<file path="src/shared/nand_info_pkg.sv">
// constants, field layouts and types for the nand device information readout
// assumes byte-wide command, address and data on the shared i/o lines
package nand_info_pkg;

	// command and address codes seen on the i/o lines
	localparam logic [7:0] CMD_ID = 8'h90;
	localparam logic [7:0] CMD_UID = 8'hed;
	localparam logic [7:0] CMD_PAGE = 8'hec;
	localparam logic [7:0] CMD_RCOL = 8'h05;
	localparam logic [7:0] CMD_RCONF = 8'he0;
	localparam logic [7:0] CMD_STAT = 8'h70;
	localparam logic [7:0] CMD_READ = 8'h00;
	localparam logic [7:0] ADR_ID = 8'h00;
	localparam logic [7:0] ADR_SIG = 8'h20;

	// signature characters, also the first bytes of the parameter page
	localparam logic [7:0] SIG_B0 = 8'h4f;
	localparam logic [7:0] SIG_B1 = 8'h4e;
	localparam logic [7:0] SIG_B2 = 8'h46;
	localparam logic [7:0] SIG_B3 = 8'h49;

	// identification bytes, device code nibbles and status bytes
	localparam logic [7:0] ID_B3 = 8'h80;
	localparam logic [7:0] ID_B5 = 8'h42;
	localparam logic [3:0] DEV_FAST_X8 = 4'hf;
	localparam logic [3:0] DEV_FAST_X16 = 4'hc;
	localparam logic [3:0] DEV_SLOW_X8 = 4'ha;
	localparam logic [3:0] DEV_SLOW_X16 = 4'hb;
	localparam logic [3:0] DEV_DENSITY = 4'h1;
	localparam logic [7:0] STATUS_RDY = 8'he0;
	localparam logic [7:0] STATUS_BUSY = 8'h80;

	// fourth id byte fields, mirrored by the config register
	localparam int CFG_PAGE_LSB = 0;
	localparam int CFG_SPARE_BIT = 2;
	localparam int CFG_FAST_BIT = 3;
	localparam int CFG_BLK_LSB = 4;
	localparam int CFG_WIDE_BIT = 6;
	localparam logic [6:0] CFG_RST = 7'h1d;

	// response lengths
	localparam logic [15:0] ID_LEN = 16'h0005;
	localparam logic [15:0] SIG_LEN = 16'h0004;
	localparam logic [15:0] UID_SPAN = 16'h0200;

	// parameter page layout and integrity check
	localparam logic [15:0] CRC_POLY = 16'h8005;
	localparam logic [15:0] CRC_SEED = 16'h4f4e;
	localparam logic [7:0] PP_FEAT = 8'h06;
	localparam logic [7:0] PP_TEXT_LO = 8'h20;
	localparam logic [7:0] PP_TEXT_HI = 8'h3f;
	localparam logic [7:0] PP_JEDEC = 8'h40;
	localparam logic [7:0] PP_TM = 8'h81;
	localparam logic [7:0] PP_TMC = 8'h83;
	localparam logic [7:0] PP_LAST = 8'hfd;
	localparam logic [7:0] PP_CRC_LO = 8'hfe;
	localparam logic [7:0] PP_CRC_HI = 8'hff;
	localparam logic [7:0] TM_FAST = 8'h07;
	localparam logic [7:0] TM_SLOW = 8'h03;
	localparam logic [7:0] TEXT_FILL = 8'h20;
	localparam logic [7:0] PP_TABLE [0:255] = '{
		0: SIG_B0, 1: SIG_B1, 2: SIG_B2, 3: SIG_B3,
		4: 8'h02, 6: 8'h10, 8: 8'h33,
		81: 8'h08, 84: 8'h80, 87: 8'h02, 90: 8'h20, 92: 8'h40,
		97: 8'h04, 100: 8'h01, 101: 8'h22, 102: 8'h01, 103: 8'h14,
		105: 8'h01, 106: 8'h05, 107: 8'h01, 108: 8'h01, 109: 8'h05,
		110: 8'h04, 112: 8'h04, 128: 8'h06,
		133: 8'hbc, 134: 8'h02, 135: 8'h10, 136: 8'h27, 137: 8'h19,
		139: 8'h3c, default: 8'h00};

	// register map and bus answers
	localparam logic [7:0] REG_CFG = 8'h00;
	localparam logic [7:0] REG_STAT = 8'h04;
	localparam logic [7:0] REG_PTR = 8'h08;
	localparam logic [7:0] REG_UID0 = 8'h10;
	localparam logic [31:0] UID_RST = 32'h0000_0000;
	localparam logic [1:0] RESP_OKAY = 2'b00;
	localparam logic [1:0] RESP_SLVERR = 2'b10;

	typedef enum logic [2:0] {
		MODE_NONE = 3'h0,
		MODE_ID = 3'h1,
		MODE_SIG = 3'h2,
		MODE_UID = 3'h3,
		MODE_PAGE = 3'h4
	} mode_t;

	typedef enum logic [4:0] {
		ST_IDLE = 5'h01,
		ST_ADDR = 5'h02,
		ST_OUT = 5'h04,
		ST_COL = 5'h08,
		ST_STAT = 5'h10
	} state_t;

endpackage : nand_info_pkg

</file>
<file path="src/shared/ppage_if.sv">
// one parameter page port: byte lookup plus optional check accumulation
// assumes a single controlling module drives address, options and steps
`timescale 1ns/1ps
interface ppage_if;
	logic [7:0] addr;
	logic wide;
	logic fast;
	logic [7:0] data;
	logic clr;
	logic step;
	logic [15:0] crc;

	modport ctl(output addr, output wide, output fast, output clr, output step,
		input data, input crc);
	modport rom(input addr, input wide, input fast, output data);
	modport acc(input data, input clr, input step, output crc);
endinterface : ppage_if

</file>
<file path="src/hdl/nand_device_info_readout.sv">
// nand device information readout: id, signature, identifier, parameter page
// assumes nand pins already synchronous to aclk, axi4-lite for own registers
//
// Functional notes
// - fourth id byte bits 1:0 give page size
// - fourth id byte bit 2 gives spare size
// - fourth id byte bits 5:4 give block size
// - 90h then 20h returns four signature bytes
// - EDh returns identifier then its inverse
// - identifier pair repeats sixteen times
// - ECh returns page, repeated at least thrice
// - 05h-E0h moves output within the page
// - bytes 4-5 hold revision 02h 00h
// - bytes 6-7 hold features 10h or 11h
// - bytes 8-9 hold optional commands 33h
// - bytes 80-83 hold data bytes per page
// - bytes 92-95 hold pages per block
// - blocks per logical unit, one logical unit
// - byte 101 holds address cycles 22h
// - bytes 103-104 hold bad block maximum
// - byte 110 holds programs per page
// - byte 112 holds ecc correctability
// - byte 107 holds guaranteed good blocks
// - page check: poly 8005h, seed 4F4Eh
//
// The AXI4-Lite register port and the register addresses are this design's own decisions.
`timescale 1ns/1ps
module nand_device_info_readout #(
	parameter logic [7:0] MFR_CODE = 8'h00, // arbitrary value
	parameter logic [7:0] JEDEC_CODE = 8'h00 // arbitrary value
) (
	input wire logic aclk,
	input wire logic aresetn,
	input wire logic [7:0] awaddr,
	input wire logic awvalid,
	output logic awready,
	input wire logic [31:0] wdata,
	input wire logic [3:0] wstrb,
	input wire logic wvalid,
	output logic wready,
	output logic [1:0] bresp,
	output logic bvalid,
	input wire logic bready,
	input wire logic [7:0] araddr,
	input wire logic arvalid,
	output logic arready,
	output logic [31:0] rdata,
	output logic [1:0] rresp,
	output logic rvalid,
	input wire logic rready,
	input wire logic ce_n,
	input wire logic cle,
	input wire logic ale,
	input wire logic we_n,
	input wire logic re_n,
	input wire logic [7:0] io_in,
	output logic [7:0] io_out,
	output logic io_oe
);

	nand_info_pkg::state_t state_r;
	nand_info_pkg::mode_t mode_r;
	nand_info_pkg::mode_t pend_r;
	logic [15:0] ptr_r;
	logic col_hi_r;
	logic we_q_r;
	logic re_q_r;
	logic [6:0] cfg_r;
	logic [31:0] uid_r [0:3];
	logic aw_ok_r;
	logic w_ok_r;
	logic [7:0] awaddr_r;
	logic [31:0] wdata_r;
	logic [3:0] wstrb_r;
	logic bvalid_r;
	logic [1:0] bresp_r;
	logic rvalid_r;
	logic [1:0] rresp_r;
	logic [31:0] rdata_r;
	logic [7:0] io_out_r;
	logic crc_run_r;
	logic crc_ok_r;
	logic [7:0] crc_addr_r;
	logic [1:0] crc_key_r;
	logic crc_clr;
	logic [7:0] data_byte;
	logic [7:0] uid_byte;
	logic [7:0] dev_code;
	logic [7:0] id_b4;
	logic we_rise;
	logic rd_stb;
	logic cmd_stb;
	logic adr_stb;
	logic wr_fire;
	logic [1:0] cfg_key;

	ppage_if rd_pp ();
	ppage_if ck_pp ();

	// merges a bus write into a word under the byte strobes
	function automatic logic [31:0] merge_strb(input logic [31:0] old,
		input logic [31:0] nw, input logic [3:0] strb);
		logic [31:0] r;
		r = old;
		for (int i = 0; i < 4; i++)
			if (strb[i])
				r[8 * i +: 8] = nw[8 * i +: 8];
		return r;
	endfunction : merge_strb

	// true for the identifier word offsets
	function automatic logic is_uid_reg(input logic [7:0] a);
		return a[7:4] == nand_info_pkg::REG_UID0[7:4] && a[1:0] == 2'b00;
	endfunction : is_uid_reg

	// pin edges; pins are already synchronous so no extra stages
	always_ff @(posedge aclk)
	begin
		if (!aresetn)
		begin
			we_q_r <= 1'b1;
			re_q_r <= 1'b1;
		end
		else
		begin
			we_q_r <= we_n;
			re_q_r <= re_n;
		end
	end

	assign we_rise = we_n && !we_q_r && !ce_n;
	assign cmd_stb = we_rise && cle && !ale;
	assign adr_stb = we_rise && ale && !cle;
	assign rd_stb = re_n && !re_q_r && !ce_n;

	// command, address and read sequencing
	always_ff @(posedge aclk)
	begin
		if (!aresetn)
		begin
			state_r <= nand_info_pkg::ST_IDLE;
			mode_r <= nand_info_pkg::MODE_NONE;
			pend_r <= nand_info_pkg::MODE_NONE;
			ptr_r <= 16'h0000;
			col_hi_r <= 1'b0;
		end
		else if (cmd_stb)
		begin
			case (io_in)
				nand_info_pkg::CMD_ID:
				begin
					state_r <= nand_info_pkg::ST_ADDR;
					pend_r <= nand_info_pkg::MODE_ID;
				end
				nand_info_pkg::CMD_UID:
				begin
					state_r <= nand_info_pkg::ST_ADDR;
					pend_r <= nand_info_pkg::MODE_UID;
				end
				nand_info_pkg::CMD_PAGE:
				begin
					state_r <= nand_info_pkg::ST_ADDR;
					pend_r <= nand_info_pkg::MODE_PAGE;
				end
				nand_info_pkg::CMD_RCOL:
				begin
					// repositioning only means something while a read is open
					if (mode_r != nand_info_pkg::MODE_NONE)
						state_r <= nand_info_pkg::ST_COL;
					col_hi_r <= 1'b0;
				end
				nand_info_pkg::CMD_RCONF:
				begin
					if (state_r == nand_info_pkg::ST_COL)
						state_r <= nand_info_pkg::ST_OUT;
				end
				nand_info_pkg::CMD_STAT:
					state_r <= nand_info_pkg::ST_STAT;
				nand_info_pkg::CMD_READ:
					// resume at the kept pointer after a status poll
					state_r <= (mode_r != nand_info_pkg::MODE_NONE) ?
						nand_info_pkg::ST_OUT : nand_info_pkg::ST_IDLE;
				default:
				begin
					// reset and every command outside this block end the read
					state_r <= nand_info_pkg::ST_IDLE;
					mode_r <= nand_info_pkg::MODE_NONE;
				end
			endcase
		end
		else if (adr_stb && state_r == nand_info_pkg::ST_ADDR)
		begin
			ptr_r <= 16'h0000;
			state_r <= nand_info_pkg::ST_OUT;
			if (pend_r != nand_info_pkg::MODE_ID)
				mode_r <= pend_r;
			else if (io_in == nand_info_pkg::ADR_SIG)
				mode_r <= nand_info_pkg::MODE_SIG;
			else if (io_in == nand_info_pkg::ADR_ID)
				mode_r <= nand_info_pkg::MODE_ID;
			else
				mode_r <= nand_info_pkg::MODE_NONE;
		end
		else if (adr_stb && state_r == nand_info_pkg::ST_COL)
		begin
			// two column cycles, low byte first
			if (col_hi_r)
				ptr_r[15:8] <= io_in;
			else
				ptr_r[7:0] <= io_in;
			col_hi_r <= 1'b1;
		end
		else if (rd_stb && state_r == nand_info_pkg::ST_OUT)
			ptr_r <= ptr_r + 16'h0001;
	end

	// identification bytes follow the configuration register
	assign id_b4 = {1'b0, cfg_r};
	assign cfg_key = {cfg_r[nand_info_pkg::CFG_WIDE_BIT], cfg_r[nand_info_pkg::CFG_FAST_BIT]};

	always_comb
	begin
		unique case (cfg_key)
			2'b01: dev_code = {nand_info_pkg::DEV_FAST_X8, nand_info_pkg::DEV_DENSITY};
			2'b11: dev_code = {nand_info_pkg::DEV_FAST_X16, nand_info_pkg::DEV_DENSITY};
			2'b00: dev_code = {nand_info_pkg::DEV_SLOW_X8, nand_info_pkg::DEV_DENSITY};
			2'b10: dev_code = {nand_info_pkg::DEV_SLOW_X16, nand_info_pkg::DEV_DENSITY};
		endcase
	end

	// identifier byte, inverted in the second half of each 32-byte span
	always_comb
	begin
		uid_byte = uid_r[ptr_r[3:2]][{ptr_r[1:0], 3'b000} +: 8];
		if (ptr_r[4])
			uid_byte = ~uid_byte;
		if (ptr_r >= nand_info_pkg::UID_SPAN)
			uid_byte = 8'h00;
	end

	// byte under the pointer for the open read
	always_comb
	begin
		data_byte = 8'h00;
		unique case (mode_r)
			nand_info_pkg::MODE_ID:
			begin
				if (ptr_r < nand_info_pkg::ID_LEN)
				begin
					unique case (ptr_r[2:0])
						3'h0: data_byte = MFR_CODE;
						3'h1: data_byte = dev_code;
						3'h2: data_byte = nand_info_pkg::ID_B3;
						3'h3: data_byte = id_b4;
						default: data_byte = nand_info_pkg::ID_B5;
					endcase
				end
			end
			nand_info_pkg::MODE_SIG:
			begin
				// past the fourth byte the value is left at zero
				if (ptr_r < nand_info_pkg::SIG_LEN)
					data_byte = nand_info_pkg::PP_TABLE[ptr_r[7:0]];
			end
			nand_info_pkg::MODE_UID:
				data_byte = uid_byte;
			nand_info_pkg::MODE_PAGE:
			begin
				// page repeats every 256 bytes without end
				if (ptr_r[7:0] == nand_info_pkg::PP_CRC_LO)
					data_byte = ck_pp.crc[7:0];
				else if (ptr_r[7:0] == nand_info_pkg::PP_CRC_HI)
					data_byte = ck_pp.crc[15:8];
				else
					data_byte = rd_pp.data;
			end
			default: data_byte = 8'h00;
		endcase
	end

	// output byte from a flop, one cycle behind the pointer
	always_ff @(posedge aclk)
	begin
		if (!aresetn)
			io_out_r <= 8'h00;
		else if (state_r == nand_info_pkg::ST_STAT)
			io_out_r <= crc_run_r ? nand_info_pkg::STATUS_BUSY : nand_info_pkg::STATUS_RDY;
		else
			io_out_r <= data_byte;
	end

	assign io_out = io_out_r;
	assign io_oe = !ce_n && !re_n &&
		(state_r == nand_info_pkg::ST_OUT || state_r == nand_info_pkg::ST_STAT);

	// reader port of the page table
	assign rd_pp.addr = ptr_r[7:0];
	assign rd_pp.wide = cfg_r[nand_info_pkg::CFG_WIDE_BIT];
	assign rd_pp.fast = cfg_r[nand_info_pkg::CFG_FAST_BIT];
	assign rd_pp.clr = 1'b0;
	assign rd_pp.step = 1'b0;

	param_page_rom #(.JEDEC_CODE(JEDEC_CODE)) u_rd_rom (.pp(rd_pp));

	// check walk over bytes 0..253, rerun whenever width or speed changes;
	// a second table port keeps reads undisturbed, at the cost of area
	assign crc_clr = !crc_run_r && (!crc_ok_r || cfg_key != crc_key_r);

	always_ff @(posedge aclk)
	begin
		if (!aresetn)
		begin
			crc_run_r <= 1'b0;
			crc_ok_r <= 1'b0;
			crc_addr_r <= 8'h00;
			crc_key_r <= 2'b00;
		end
		else if (crc_clr)
		begin
			crc_run_r <= 1'b1;
			crc_ok_r <= 1'b0;
			crc_addr_r <= 8'h00;
			crc_key_r <= cfg_key;
		end
		else if (crc_run_r)
		begin
			crc_addr_r <= crc_addr_r + 8'h01;
			if (crc_addr_r == nand_info_pkg::PP_LAST)
			begin
				crc_run_r <= 1'b0;
				crc_ok_r <= 1'b1;
			end
		end
	end

	assign ck_pp.addr = crc_addr_r;
	assign ck_pp.wide = crc_key_r[1];
	assign ck_pp.fast = crc_key_r[0];
	assign ck_pp.clr = crc_clr;
	assign ck_pp.step = crc_run_r;

	param_page_rom #(.JEDEC_CODE(JEDEC_CODE)) u_ck_rom (.pp(ck_pp));
	page_crc16 u_crc (.aclk(aclk), .aresetn(aresetn), .pp(ck_pp));

	// write address and data are taken independently, then applied together
	assign awready = !aw_ok_r;
	assign wready = !w_ok_r;
	assign wr_fire = aw_ok_r && w_ok_r && !bvalid_r;

	always_ff @(posedge aclk)
	begin
		if (!aresetn)
		begin
			aw_ok_r <= 1'b0;
			w_ok_r <= 1'b0;
			awaddr_r <= 8'h00;
			wdata_r <= 32'h0000_0000;
			wstrb_r <= 4'h0;
		end
		else
		begin
			if (awvalid && awready)
			begin
				aw_ok_r <= 1'b1;
				awaddr_r <= awaddr;
			end
			else if (wr_fire)
				aw_ok_r <= 1'b0;
			if (wvalid && wready)
			begin
				w_ok_r <= 1'b1;
				wdata_r <= wdata;
				wstrb_r <= wstrb;
			end
			else if (wr_fire)
				w_ok_r <= 1'b0;
		end
	end

	// config register steers the id bytes and the page fields
	always_ff @(posedge aclk)
	begin
		if (!aresetn)
			cfg_r <= nand_info_pkg::CFG_RST;
		else if (wr_fire && awaddr_r == nand_info_pkg::REG_CFG)
			cfg_r <= 7'(merge_strb({25'h0, cfg_r}, wdata_r, wstrb_r));
	end

	// identifier words, byte 0 in the low lane of word 0
	genvar gi;
	generate
		for (gi = 0; gi < 4; gi++)
		begin : g_uid
			always_ff @(posedge aclk)
			begin
				if (!aresetn)
					uid_r[gi] <= nand_info_pkg::UID_RST;
				else if (wr_fire && is_uid_reg(awaddr_r) && awaddr_r[3:2] == 2'(gi))
					uid_r[gi] <= merge_strb(uid_r[gi], wdata_r, wstrb_r);
			end
		end
	endgenerate

	// write response; read-only and unmapped offsets answer slverr
	always_ff @(posedge aclk)
	begin
		if (!aresetn)
		begin
			bvalid_r <= 1'b0;
			bresp_r <= nand_info_pkg::RESP_OKAY;
		end
		else if (wr_fire)
		begin
			bvalid_r <= 1'b1;
			bresp_r <= (awaddr_r == nand_info_pkg::REG_CFG || is_uid_reg(awaddr_r)) ?
				nand_info_pkg::RESP_OKAY : nand_info_pkg::RESP_SLVERR;
		end
		else if (bready)
			bvalid_r <= 1'b0;
	end

	assign bvalid = bvalid_r;
	assign bresp = bresp_r;

	// read channel, one answer at a time
	assign arready = !rvalid_r;

	always_ff @(posedge aclk)
	begin
		if (!aresetn)
		begin
			rvalid_r <= 1'b0;
			rresp_r <= nand_info_pkg::RESP_OKAY;
			rdata_r <= 32'h0000_0000;
		end
		else if (arvalid && arready)
		begin
			rvalid_r <= 1'b1;
			rresp_r <= nand_info_pkg::RESP_OKAY;
			rdata_r <= 32'h0000_0000;
			if (araddr == nand_info_pkg::REG_CFG)
				rdata_r <= {25'h0, cfg_r};
			else if (araddr == nand_info_pkg::REG_STAT)
				rdata_r <= {22'h0, crc_run_r, crc_ok_r, mode_r, state_r};
			else if (araddr == nand_info_pkg::REG_PTR)
				rdata_r <= {ck_pp.crc, ptr_r};
			else if (is_uid_reg(araddr))
				rdata_r <= uid_r[araddr[3:2]];
			else
				rresp_r <= nand_info_pkg::RESP_SLVERR;
		end
		else if (rready)
			rvalid_r <= 1'b0;
	end

	assign rvalid = rvalid_r;
	assign rresp = rresp_r;
	assign rdata = rdata_r;

endmodule : nand_device_info_readout

</file>
<file path="src/hdl/page_crc16.sv">
// 16-bit check accumulator, msb first, one byte per step
// assumes clr and step never occur together
`timescale 1ns/1ps
module page_crc16 (
	input wire logic aclk,
	input wire logic aresetn,
	ppage_if.acc pp
);

	function automatic logic [15:0] crc_byte(input logic [15:0] c, input logic [7:0] b);
		logic [15:0] r;
		r = c ^ {b, 8'h00};
		for (int i = 0; i < 8; i++)
			r = r[15] ? ({r[14:0], 1'b0} ^ nand_info_pkg::CRC_POLY) : {r[14:0], 1'b0};
		return r;
	endfunction : crc_byte

	// no final inversion and no reflection of data or result
	always_ff @(posedge aclk)
	begin
		if (!aresetn || pp.clr)
			pp.crc <= nand_info_pkg::CRC_SEED;
		else if (pp.step)
			pp.crc <= crc_byte(pp.crc, pp.data);
	end

endmodule : page_crc16

</file>
<file path="src/hdl/param_page_rom.sv">
// parameter page contents for bytes 0 to 253, bytes 254 and 255 read zero
// assumes the controller inserts the check value itself
`timescale 1ns/1ps
module param_page_rom #(
	parameter logic [7:0] JEDEC_CODE = 8'h00 // arbitrary value
) (
	ppage_if.rom pp
);

	// fixed table, then the fields that follow the configuration
	always_comb
	begin
		pp.data = nand_info_pkg::PP_TABLE[pp.addr];
		if (pp.addr >= nand_info_pkg::PP_TEXT_LO && pp.addr <= nand_info_pkg::PP_TEXT_HI)
			pp.data = nand_info_pkg::TEXT_FILL; // blank text, arbitrary
		if (pp.addr == nand_info_pkg::PP_JEDEC)
			pp.data = JEDEC_CODE;
		if (pp.addr == nand_info_pkg::PP_FEAT)
			pp.data[0] = pp.wide;
		if (pp.addr == nand_info_pkg::PP_TM || pp.addr == nand_info_pkg::PP_TMC)
			pp.data = pp.fast ? nand_info_pkg::TM_FAST : nand_info_pkg::TM_SLOW;
	end

endmodule : param_page_rom

</file>
<file path="config.mk">
export PLATFORM = sky130hd
export DESIGN_NAME = nand_device_info_readout
export DESIGN_NICKNAME = d
export VERILOG_FILES = /design/src/shared/nand_info_pkg.sv /design/src/shared/ppage_if.sv /design/src/hdl/nand_device_info_readout.sv /design/src/hdl/page_crc16.sv /design/src/hdl/param_page_rom.sv
export SDC_FILE = /design/constraint.sdc
export NUM_CORES = 1
export LEC_CHECK = 0
export ABC_CLOCK_PERIOD_IN_PS = 6200
export BUFFER_PORTS_ARGS = -buffer_cell sky130_fd_sc_hd__buf_2
export CAP_MARGIN = 20
export CORE_ASPECT_RATIO = 2
export CORE_MARGIN = 2
export CORE_UTILIZATION = 50
export CTS_CLUSTER_SIZE = 24
export DETAILED_ROUTE_END_ITERATION = 10
export PLACE_DENSITY = 0.79
export SLEW_MARGIN = 30
export SYNTH_ARGS = -nofsm -noshare
export SYNTH_HDL_FRONTEND = slang
export SYNTH_SLANG_ARGS = --single-unit
</file>
<file path="constraint.sdc">
create_clock -name aclk -period 6.2 [get_ports aclk]
set_clock_uncertainty 0.2 [all_clocks]
set_input_delay 1.24 -clock aclk [delete_from_list [all_inputs] [get_ports aclk]]
set_output_delay 1.24 -clock aclk [all_outputs]
set_load 0.05 [all_outputs]
</file>
* Word-level counts from Yosys, hierarchy flattened *
Memories as Yosys holds them, arrays and structs flattened. A register that Yosys moved wholly into a read port is not among the register bits.
Cells that the tools add are included.
Widths: inputs -> output; s select.

storage, ports and cells
  bits in registers = 157
  RAM bits = 128
  ROM bits = 4096
  input bits = 72
  output and inout port bits = 50
  word-level logic and storage cells = 379
  memories kept = 3

cells by class
  $add $sub $neg = 2
  order comparisons = 9
  equal/unequal tests = 64
  shift operators = 1
  muxes and demuxes = 153
  bitwise operators = 30
  reduce and logical (&&, ||, !) cells = 92

memory list
  name             depth  bits a word  read ports  clocked after memory_dff  write ports  RTL line                         source
  (no name shown)  256    8            1           0                         0            param_page_rom.sv:13             pp.data = nand_info_pkg::PP_TABLE[pp.addr];
  (no name shown)  256    8            1           0                         0            nand_device_info_readout.sv:263  data_byte = nand_info_pkg::PP_TABLE[ptr_r[7:0]];
  uid_r            4      32           2           1                         4            nand_device_info_readout.sv:69   logic [31:0] uid_r [0:3];

operators by type and width
  operator               number
  $mux 8                 83
  $mux 16                11
  $mux 32                4
  $pmux 8 s4             3
  $eq 8x8->1 const B     11
  $ne 3x3->1 const B     20
  $reduce_and 2->1       20
  $eq 8x3->1 const B     4
  $lt 16x3->1 const B    2
  $shiftx 32x6->8        1
  $mux 1                 30
  $logic_and 1x1->1      29
  $pmux 5 s5             1
  $eq 8x7->1 const B     3
  $logic_not 8->1        3
  $not 3->3              8
  $mux 3                 7
  $mux 5                 4
  $ge 9x9->1 const B     2
  $not 8->9              2
  $add 16x1->16 const B  1
  $ge 16x10->1 const B   1
  $ge 8x6->1 const B     2
  $le 8x6->1 const B     2
  other kinds (34)       97

* Depth between registers and ports, before layout *
Gate-level depths: netlist of the first run.

  word-level depth = 25
  depth in mapped cells = 12
  gate-level depth less buffers = 11

* Hierarchy *
Synthesis of the first run repeated with hierarchy kept, for this count alone.

unflattened totals
  cells, all modules = 1566
  area total of the unflattened synthesis = 16149.2 µm²

by module, submodules not included
  module                    instances  cells each  area each (µm²)  seq. area each (µm²)
  nand_device_info_readout  1          1288        13928.4          6666.4
  param_page_rom            2          97          708.2            0.0
  page_crc16                1          84          804.5            320.3

* Worst setup path before layout of the first run *
OpenSTA, ideal clock, no wires.

  path type = input to output
  start = input port ce_n
  end = output port io_oe
  data arrival time = 2764 ps
  data required time = 4760 ps
  slack = 1996 ps
  cell stages on the path = 2
  path buffers = 0
  cell sequence = or4_1 -> nor3_1

on the way
  longest elaborated chain between the ends = 3

RTL lines
  element                          RTL line                         source
  start: declaration               nand_device_info_readout.sv:51   input wire logic ce_n,
  $logic_not 1->1                  nand_device_info_readout.sv:293  assign io_oe = !ce_n && !re_n &&
  $logic_and 1x1->1 (2 in series)  nand_device_info_readout.sv:293
  end: declaration                 nand_device_info_readout.sv:58   output logic io_oe

No other way between the ends.

* Final worst setup path of the first run *
  start = register crc_addr_r[3] (netlist: ck_pp.addr[3])
  end = register u_crc.pp.crc[15]

on the way
  longest elaborated chain between the ends = 18
  elaborated cells between the ends (all ways) = 32
  those cells by class = order compare: 2; eq/ne: 4; mux: 14; bitwise: 9; reduce/logical: 2; memory: 1

RTL lines
  element                                     RTL line                         source
  start: declaration                          nand_device_info_readout.sv:83   logic [7:0] crc_addr_r;
  start signal: assignment                    nand_device_info_readout.sv:327  crc_addr_r <= crc_addr_r + 8'h01;
  $not 8->9 (not written as such)             param_page_rom.sv:13
  $mem_v2 256x8                               -
  $mux 8 (not written as such) (2 in series)  param_page_rom.sv:13
  $mux 8                                      param_page_rom.sv:14             if (pp.addr >= nand_info_pkg::PP_TEXT_LO && pp.addr <= nand_info_pkg::PP_TEXT_HI)
  $mux 8                                      param_page_rom.sv:16             if (pp.addr == nand_info_pkg::PP_JEDEC)
  $mux 1                                      param_page_rom.sv:18             if (pp.addr == nand_info_pkg::PP_FEAT)
  $mux 8 *                                    param_page_rom.sv:20             if (pp.addr == nand_info_pkg::PP_TM || pp.addr == nand_info_pkg::PP_TMC)
  $xor 16x16->16 *                            page_crc16.sv:12                 r = c ^ {b, 8'h00};
  $mux 16 * (6 in series)                     page_crc16.sv:14                 r = r[15] ? ({r[14:0], 1'b0} ^ nand_info_pkg::CRC_POLY) : {r[14:0], 1'b0};
  $not 3->3 (no source line)                  -
  $mux 16 * (2 in series)                     page_crc16.sv:14
  end signal: assignment                      page_crc16.sv:22                 pp.crc <= nand_info_pkg::CRC_SEED;
  end signal: assignment                      page_crc16.sv:24                 pp.crc <= crc_byte(pp.crc, pp.data);
  end: declaration                            ppage_if.sv:16                   modport acc(input data, input clr, input step, output crc);

Mark *: on every way between the ends. The rest lies on a longest branch, timed or not. The select of a mux whose other input is x is not followed.
A chain may end at the register's enable or synchronous reset.

==> results by group, run 1 <==
CTS
  • Setup bufs post-CTS: 0
  • Clk Latency, worst-skew pair: approximately 560 ps
  • Clock sinks: 285
  • Clk slew on worst S/H paths: approximately 70 ps
  • Total CTS buffers: 26
  • CTS Buffer Depth: 3
  • TritonCTS clock tree: done
  • Htree depth: 1
  • Post-cts gate resize count: 0
  • Hold Buf Count CTS: 0
  • CTS Root Cell: clkbuf_16

Synth
  • Syn_area_per_cell: 10.16 sq um
  • Ys Warns: 0
  • Cells after Synth: 1,489
  • EDFF count, synth: 128
  • Distinct cells, synth: 75
  • Register area share after synthesis: approximately 46%
  • Synth Cell Area: 15,130 sq um
  • Asr flop ratio synth: 0%
  • Most used DFF post-synth: dfxtp_1
  • Synth Register Bits: approximately 290

Layout
  • Inserted Diodes: 0
  • Most frequent cells in the layout: dfxtp_1, nor2_1, nand2_1, and3_1, edfxtp_1
  • Nets@finish: 1,617
  • Area growth syn-to-layout: 10.88%
  • Share of layout cells above drive strength 1: about a fifth
  • Most common cell after layout, fill and taps aside: dfxtp_1
  • Post-Layout Inst Area: 16,770 sq um
  • Fill cell count: 2,562

Worst setup path
  • Worst r2r src: ck_pp.addr[3]
  • Reg2reg path depth: 9
  • Setup crit start kind: register
  • CP Capture Type: register
  • Slowest-stage cell, CP: dfxtp_1
  • Critical-path maximum fanout: 27
  • Worst path max stage delay: 910 ps
  • Required @ worst endpoint: 6460 ps
  • Worst R2R End: u_crc.pp.crc[15]
  • Critical Path, Cell by Cell: nor2b_1, a311oi_1, o32ai_1, xor2_1, xor2_1, xnor2_1, xnor3_1, nand2_1, mux2_4
  • Critical path type: reg -> reg
  • Slack of the worst reg-to-reg path: 2370 ps
  • Crit path DAT: 4090 ps
  • CP most frequent cell: xor2_1

Routing
  • # DRC: 0
  • WL final: about 39,000 microns
  • WL/cell: just over 20 microns
  • Via density: 6.284
  • Pre-Repair DR Iteration Count: 6
  • DR vias: between 10,000 and 15,000
  • Post-route ant nets: 0
  • DR iter-0 viols: 1,480

GRT
  • First-pass GRT wire length: around 62,000 microns
  • GR Overflow Total: 0
  • Largest net degree at the start of global routing: 63
  • Vias in the first global route: between 10,000 and 15,000
  • Initial antenna violation count: 0
  • GRT Overall Usage: 24.51%

STA
  • Fin crit period: 3833 ps
  • RSZ-0062 raised after global routing: false
  • Fmax: 260.9 MHz
  • Fin. Hold Viols: 0
  • Hold Slack: 263.1 ps
  • Setup TNS: 0 ps
  • Final Max Slew Viols: 0
  • Final setup vio count: 0
  • Worst Max-Slew Pin Slew: 959.7 ps
  • Slew headroom: 35.93%
  • Fin crit share: around three fifths

Flow run
  • Max-Cap Viols: 0

Place
  • DPL Wire Length: 27,800 microns
  • Number of port buffers: 119
  • Area after DPL: 15,860 sq um
  • Gpl congestion: 0.9922

Pwr
  • Pwr Density: ~250 nW/um^2
  • Leak: 6.718 nW
  • Max VDD drop: about 0.22 mV

Min path
  • Min-delay src: pend_r[0]
  • Hold endpoint: pend_r[0]
  • Hold depth: 2
  • Type of the worst min-delay path: reg -> reg

Floorplanning
  • Io pins: 122
  • Row count: 90
  • Starting Density: just over 50%
  • Die width: 127.0 microns
  • Die Height: about 250 microns
  • DIE AREA: 31,750 sq um
  • Core area: approximately 30,000 sq um

Status
  • Status: complete, no violations
## critical path: cells and delay by family (launching register included)
| family | cells | cell delay (ps) |
|---|---|---|
| compound gates | 2 | 590 |
| xor+xnor | 4 | 1240 |
| flops | 1 | 910 |
| mux | 1 | 300 |
| simple gates | 2 | 480 |
## Yosys cell counts, types with 15 or more instances
cell        n  area [sq um]
dfxtp_1   157          3143
nand2_1   152         570.6
nor2_1    152         570.6
and3_1    141         882.1
edfxtp_1  128          3844
clkbuf_1  107         401.6
a21oi_1    95         475.5
mux4_2     73          1644
nor3_1     45         225.2
mux2i_1    39         390.4
o21ai_0    35         175.2
a221oi_1   30         262.8
xnor2_1    28         245.2
inv_1      22         82.58
ha_1       19         237.7
nand3_1    19         95.09
a211oi_1   16         120.1
a21o_1     15         112.6
## registers in the layout, summed over array words and instances, names as in the netlist, 2 cells and up, named ones only
| register | count |
|---|---|
| u_crc.pp.crc | 16 |
| wdata_r | 32 |
| state_r | 5 |
| wstrb_r | 4 |
| cfg_r | 7 |
| pend_r | 3 |
| rdata | 32 |
| crc_key_r | 2 |
| awaddr_r | 8 |
| io_out | 8 |
| mode_r | 3 |
| ptr_r | 16 |
| ck_pp.addr | 8 |
| uid_r | 128 |
## kinds of logic (layout without fill, tap and decap cells)
logic type,count (synthesis),count (layout),share of synthesized area (%)
AOI/OAI and AO/OA,277,277,12.11
muxes,115,115,13.70
other,1,2,0.02479
buffers and inverters,154,209,3.995
adders and majority gates,19,19,1.571
and+or+nand+nor,599,599,19.84
DFF,285,285,46.18
xor gates and xnor gates,39,39,2.580
## metal layers
layer | vias up | routed length, microns | GRT usage [%]
li1 | 5612 | - | -
met1 | 5698 | 15410 | 31.95
met2 | 605 | 19160 | 40.86
met3 | 106 | 2866 | 2.787
met4 | 0 | 1854 | 11.27
met5 | - | 0 | 0
## worst max-delay path by stage
stage | startpoint | end | slack, ps | cells after the start
after floorplan | ce_n | io_oe | 2000 | 2
after global placement | ce_n | ptr_r[8] | 2130 | 8
after detailed placement | ce_n | ptr_r[12] | 2060 | 10
after CTS | ck_pp.addr[3] | u_crc.pp.crc[15] | 2420 | 9
after global routing | ck_pp.addr[0] | u_crc.pp.crc[15] | 2150 | 11
final | ck_pp.addr[3] | u_crc.pp.crc[15] | 2370 | 9
## area by class of cell
cell class              instances  area [sq um]  share of cell area (%)
multi-input cells            1051          7581                   45.19
flip-flops and latches        285          6990                   41.67
clock buffers                  35         767.0                   4.572
repair buffers                138         750.7                   4.475
well taps                     368         460.4                   2.745
clock inverters                12         132.6                  0.7906
inverters                      24         92.59                  0.5520
## per-stage QoR
stage | setup slack [ps] | power (mW) | std cells | utilization, %
4_1_cts | 2415 | 4.150 | 1913 | 55.96
3_5_place_dp | 2056 | 2.485 | 1866 | 52.96
5_1_grt | 2153 | 4.258 | 1913 | 56.00
2_1_floorplan | 1996 | 2.365 | 1490 | -
6_report | 2367 | 4.131 | 1913 | 56.00
3_3_place_gp | 2133 | 2.473 | 1866 | 52.93
## report_power, final
group | total, mW | internal (mW) | leakage [nW] | switching [mW]
Combinational | 0.356 | 0.129 | 3.67 | 0.227
Sequential | 2.09 | 2.03 | 2.61 | 0.0623
Clock | 1.69 | 0.956 | 0.437 | 0.731
Total | 4.13 | 3.11 | 6.72 | 1.02
(Power assumes the default switching activity.)
==> inputs of run 2 (changes only) <==
--- a/config.mk
+++ b/config.mk
@@ -5,7 +5,7 @@
 export SDC_FILE = /design/constraint.sdc
 export NUM_CORES = 1
 export LEC_CHECK = 0
-export ABC_CLOCK_PERIOD_IN_PS = 6200
+export ABC_CLOCK_PERIOD_IN_PS = 4000
 export BUFFER_PORTS_ARGS = -buffer_cell sky130_fd_sc_hd__buf_2
 export CAP_MARGIN = 20
 export CORE_ASPECT_RATIO = 2
==> constraint.sdc (replaced) <==
create_clock -name aclk -period 4 [get_ports aclk]
set_clock_uncertainty 0.2 [all_clocks]
set_input_delay 0.8 -clock aclk [delete_from_list [all_inputs] [get_ports aclk]]
set_output_delay 0.8 -clock aclk [all_outputs]
set_load 0.05 [all_outputs]
==> results by group, run 2 (same netlist as run 1, synthesis figures left out) <==
Status
  • Status: complete, no violations

Worst setup path
  • Critical path type: reg -> reg
  • Worst path max stage delay: 520 ps (-390 ps)
  • Required @ worst endpoint: 4240 ps (-2220 ps)
  • CP Capture Type: register
  • Critical Path, Cell by Cell: ha_1, nand3b_1, o221a_2, o32ai_1, xor2_1, xor2_1, xnor2_1, xnor3_1, nand2_1, mux2_4
  • Crit path DAT: 3950 ps (-140 ps)
  • Critical-path maximum fanout: 9 (-67%)
  • CP most frequent cell: xor2_1
  • Slowest-stage cell, CP: dfxtp_1
  • Slack of the worst reg-to-reg path: 300 ps (-2070 ps)
  • Setup crit start kind: register

STA
  • Worst Max-Slew Pin Slew: 954.4 ps (-5.291 ps)
  • Hold Slack: 227.8 ps (-35.23 ps)
  • Fin crit share: 92.61% (+31 points)
  • Fin. Hold Viols: 0 (unchanged)
  • Fmax: 269.9 MHz (+3.5%)
  • Final Max Slew Viols: 0 (unchanged)
  • Slew headroom: 36.22% (+0.29 points)
  • Final setup vio count: 0 (unchanged)
  • Post-route setup slack: 295.4 ps (-2072 ps)
  • Fin crit period: 3705 ps (-128.4 ps)
  • RSZ-0062 raised after global routing: false
  • Setup TNS: 0 ps (unchanged)

Floorplanning
  • Core area: 29,950 sq um (unchanged)
  • Row count: 90 (unchanged)
  • Die width: 127.0 microns (unchanged)
  • Die Height: 250.0 microns (unchanged)
  • DIE AREA: 31,750 sq um (unchanged)
  • Io pins: 122 (unchanged)
  • Starting Density: 50.51% (unchanged)

GRT
  • Vias in the first global route: 11,390 (+0.11%)
  • GR Util met2: 42.10% (+1.2 points)
  • Met3 GRT Util: 2.658% (-0.13 points)
  • First-pass GRT wire length: 63,290 microns (+1.4%)
  • Busiest grt layer: met2
  • GRT Overall Usage: 25.19% (+0.68 points)
  • GR Overflow Total: 0 (unchanged)
  • Initial antenna violation count: 0 (unchanged)
  • Largest net degree at the start of global routing: 60 (-4.8%)
  • Routing usage on met1: 32.81% (+0.86 points)

CTS
  • TritonCTS clock tree: done
  • Hold Buf Count CTS: 0 (unchanged)
  • Post-cts gate resize count: 0 (unchanged)
  • Clk slew on worst S/H paths: 70 ps (about the same)
  • Total CTS buffers: 27 (+3.8%)
  • CTS Buffer Depth: 3 (unchanged)
  • Setup bufs post-CTS: 0 (unchanged)
  • Clock sinks: 285 (unchanged)
  • Htree depth: 1 (unchanged)
  • CTS Root Cell: clkbuf_16
  • Clk Latency, worst-skew pair: 550 ps (about the same)

Pwr
  • Leak: 6.833 nW (+1.7%)
  • Pwr Density: 379.6 nW/um^2 (+54%)
  • Pwr Total: 6.436 mW (+56%)
  • Max VDD drop: 0.3826 mV (+75%)

Place
  • Place WS: 369.5 ps (-1687 ps)
  • Gpl congestion: 0.9694 (-2.3%)
  • Number of port buffers: 119 (unchanged)
  • Area after DPL: 16,030 sq um (+1.0%)
  • Placed Cells: 1,887 (+1.1%)
  • DPL Wire Length: 29,030 microns (+4.4%)

Flow run
  • Max-Cap Viols: 0 (unchanged)

Layout
  • Final core occ: 56.60% (+0.59 points)
  • Area of the multi-input gates: 7565 sq um (-0.21%)
  • Max FFs per register: 128 (unchanged)
  • Fill cell count: 2,523 (-1.5%)
  • Most common cell after layout, fill and taps aside: dfxtp_1
  • Area growth syn-to-layout: 12.06%
  • Storage element area: 6989 sq um (about the same)
  • Share of layout cells above drive strength 1: 19.64% (+0.81 points)
  • Final Non-Filler Cells: 1,936 (+1.2%)
  • Nets@finish: 1,639 (+1.4%)
  • Post-Layout Inst Area: 16,950 sq um (+1.1%)
  • Biggest register: uid_r
  • Most frequent cells in the layout: dfxtp_1, nor2_1, nand2_1, and3_1, edfxtp_1
  • Inserted Diodes: 0 (unchanged)

Routing
  • DR iter-0 viols: 1,330 (-10%)
  • Post-route ant nets: 0 (unchanged)
  • WL/cell: 20.88 microns (+1.7%)
  • Pre-Repair DR Iteration Count: 6 (unchanged)
  • Via density: 6.217 (-1.1%)
  • WL final: 40,430 microns (+2.9%)
  • # DRC: 0 (unchanged)
  • DR vias: 12,040 (+0.13%)

Min path
  • Type of the worst min-delay path: in -> reg
==> run 2: final timing paths <==
path,from,to,cells past startpoint
setup / recovery,ck_pp.addr[0],u_crc.pp.crc[15],10
hold / removal,rready,rvalid,2
setup reg to reg,ck_pp.addr[0],u_crc.pp.crc[15],10
hold reg to reg,pend_r[0],pend_r[0],2
==> run 2: routing by layer <==
| metal | share of wire (%) | vias to the layer above | wire length [microns] |
|---|---|---|---|
| li1 | - | 5668 | - |
| met1 | 39 | 5671 | 15640 |
| met2 | 49 | 586 | 19840 |
| met3 | 7.2 | 112 | 2920 |
| met4 | 5.0 | 0 | 2027 |
| met5 | 0 | - | 0 |
==> run 2: power breakdown <==
part	internal (mW)	leakage (nW)	total, mW	switching [mW]
combinational	0.204	3.78	0.559	0.355
sequential	3.14	2.61	3.24	0.0947
clock	1.51	0.444	2.64	1.13
total	4.86	6.83	6.44	1.58
==> run 2: cell type report <==
type                    instances  area share (%)
multi-input cells            1051           44.62
flip-flops and latches        285           41.23
repair buffers                159           5.432
clock buffers                  34           4.569
well taps                     368           2.716
clock inverters                15          0.8857
inverters                      24          0.5462
==> run 2: critical path: cells and delay by family, from the launching register on <==
family	cells	cell delay [ps]
compound gates	2	660
xor+xnor	4	1220
fa+ha+maj	1	350
flops	1	520
mux	1	310
simple gates	2	340
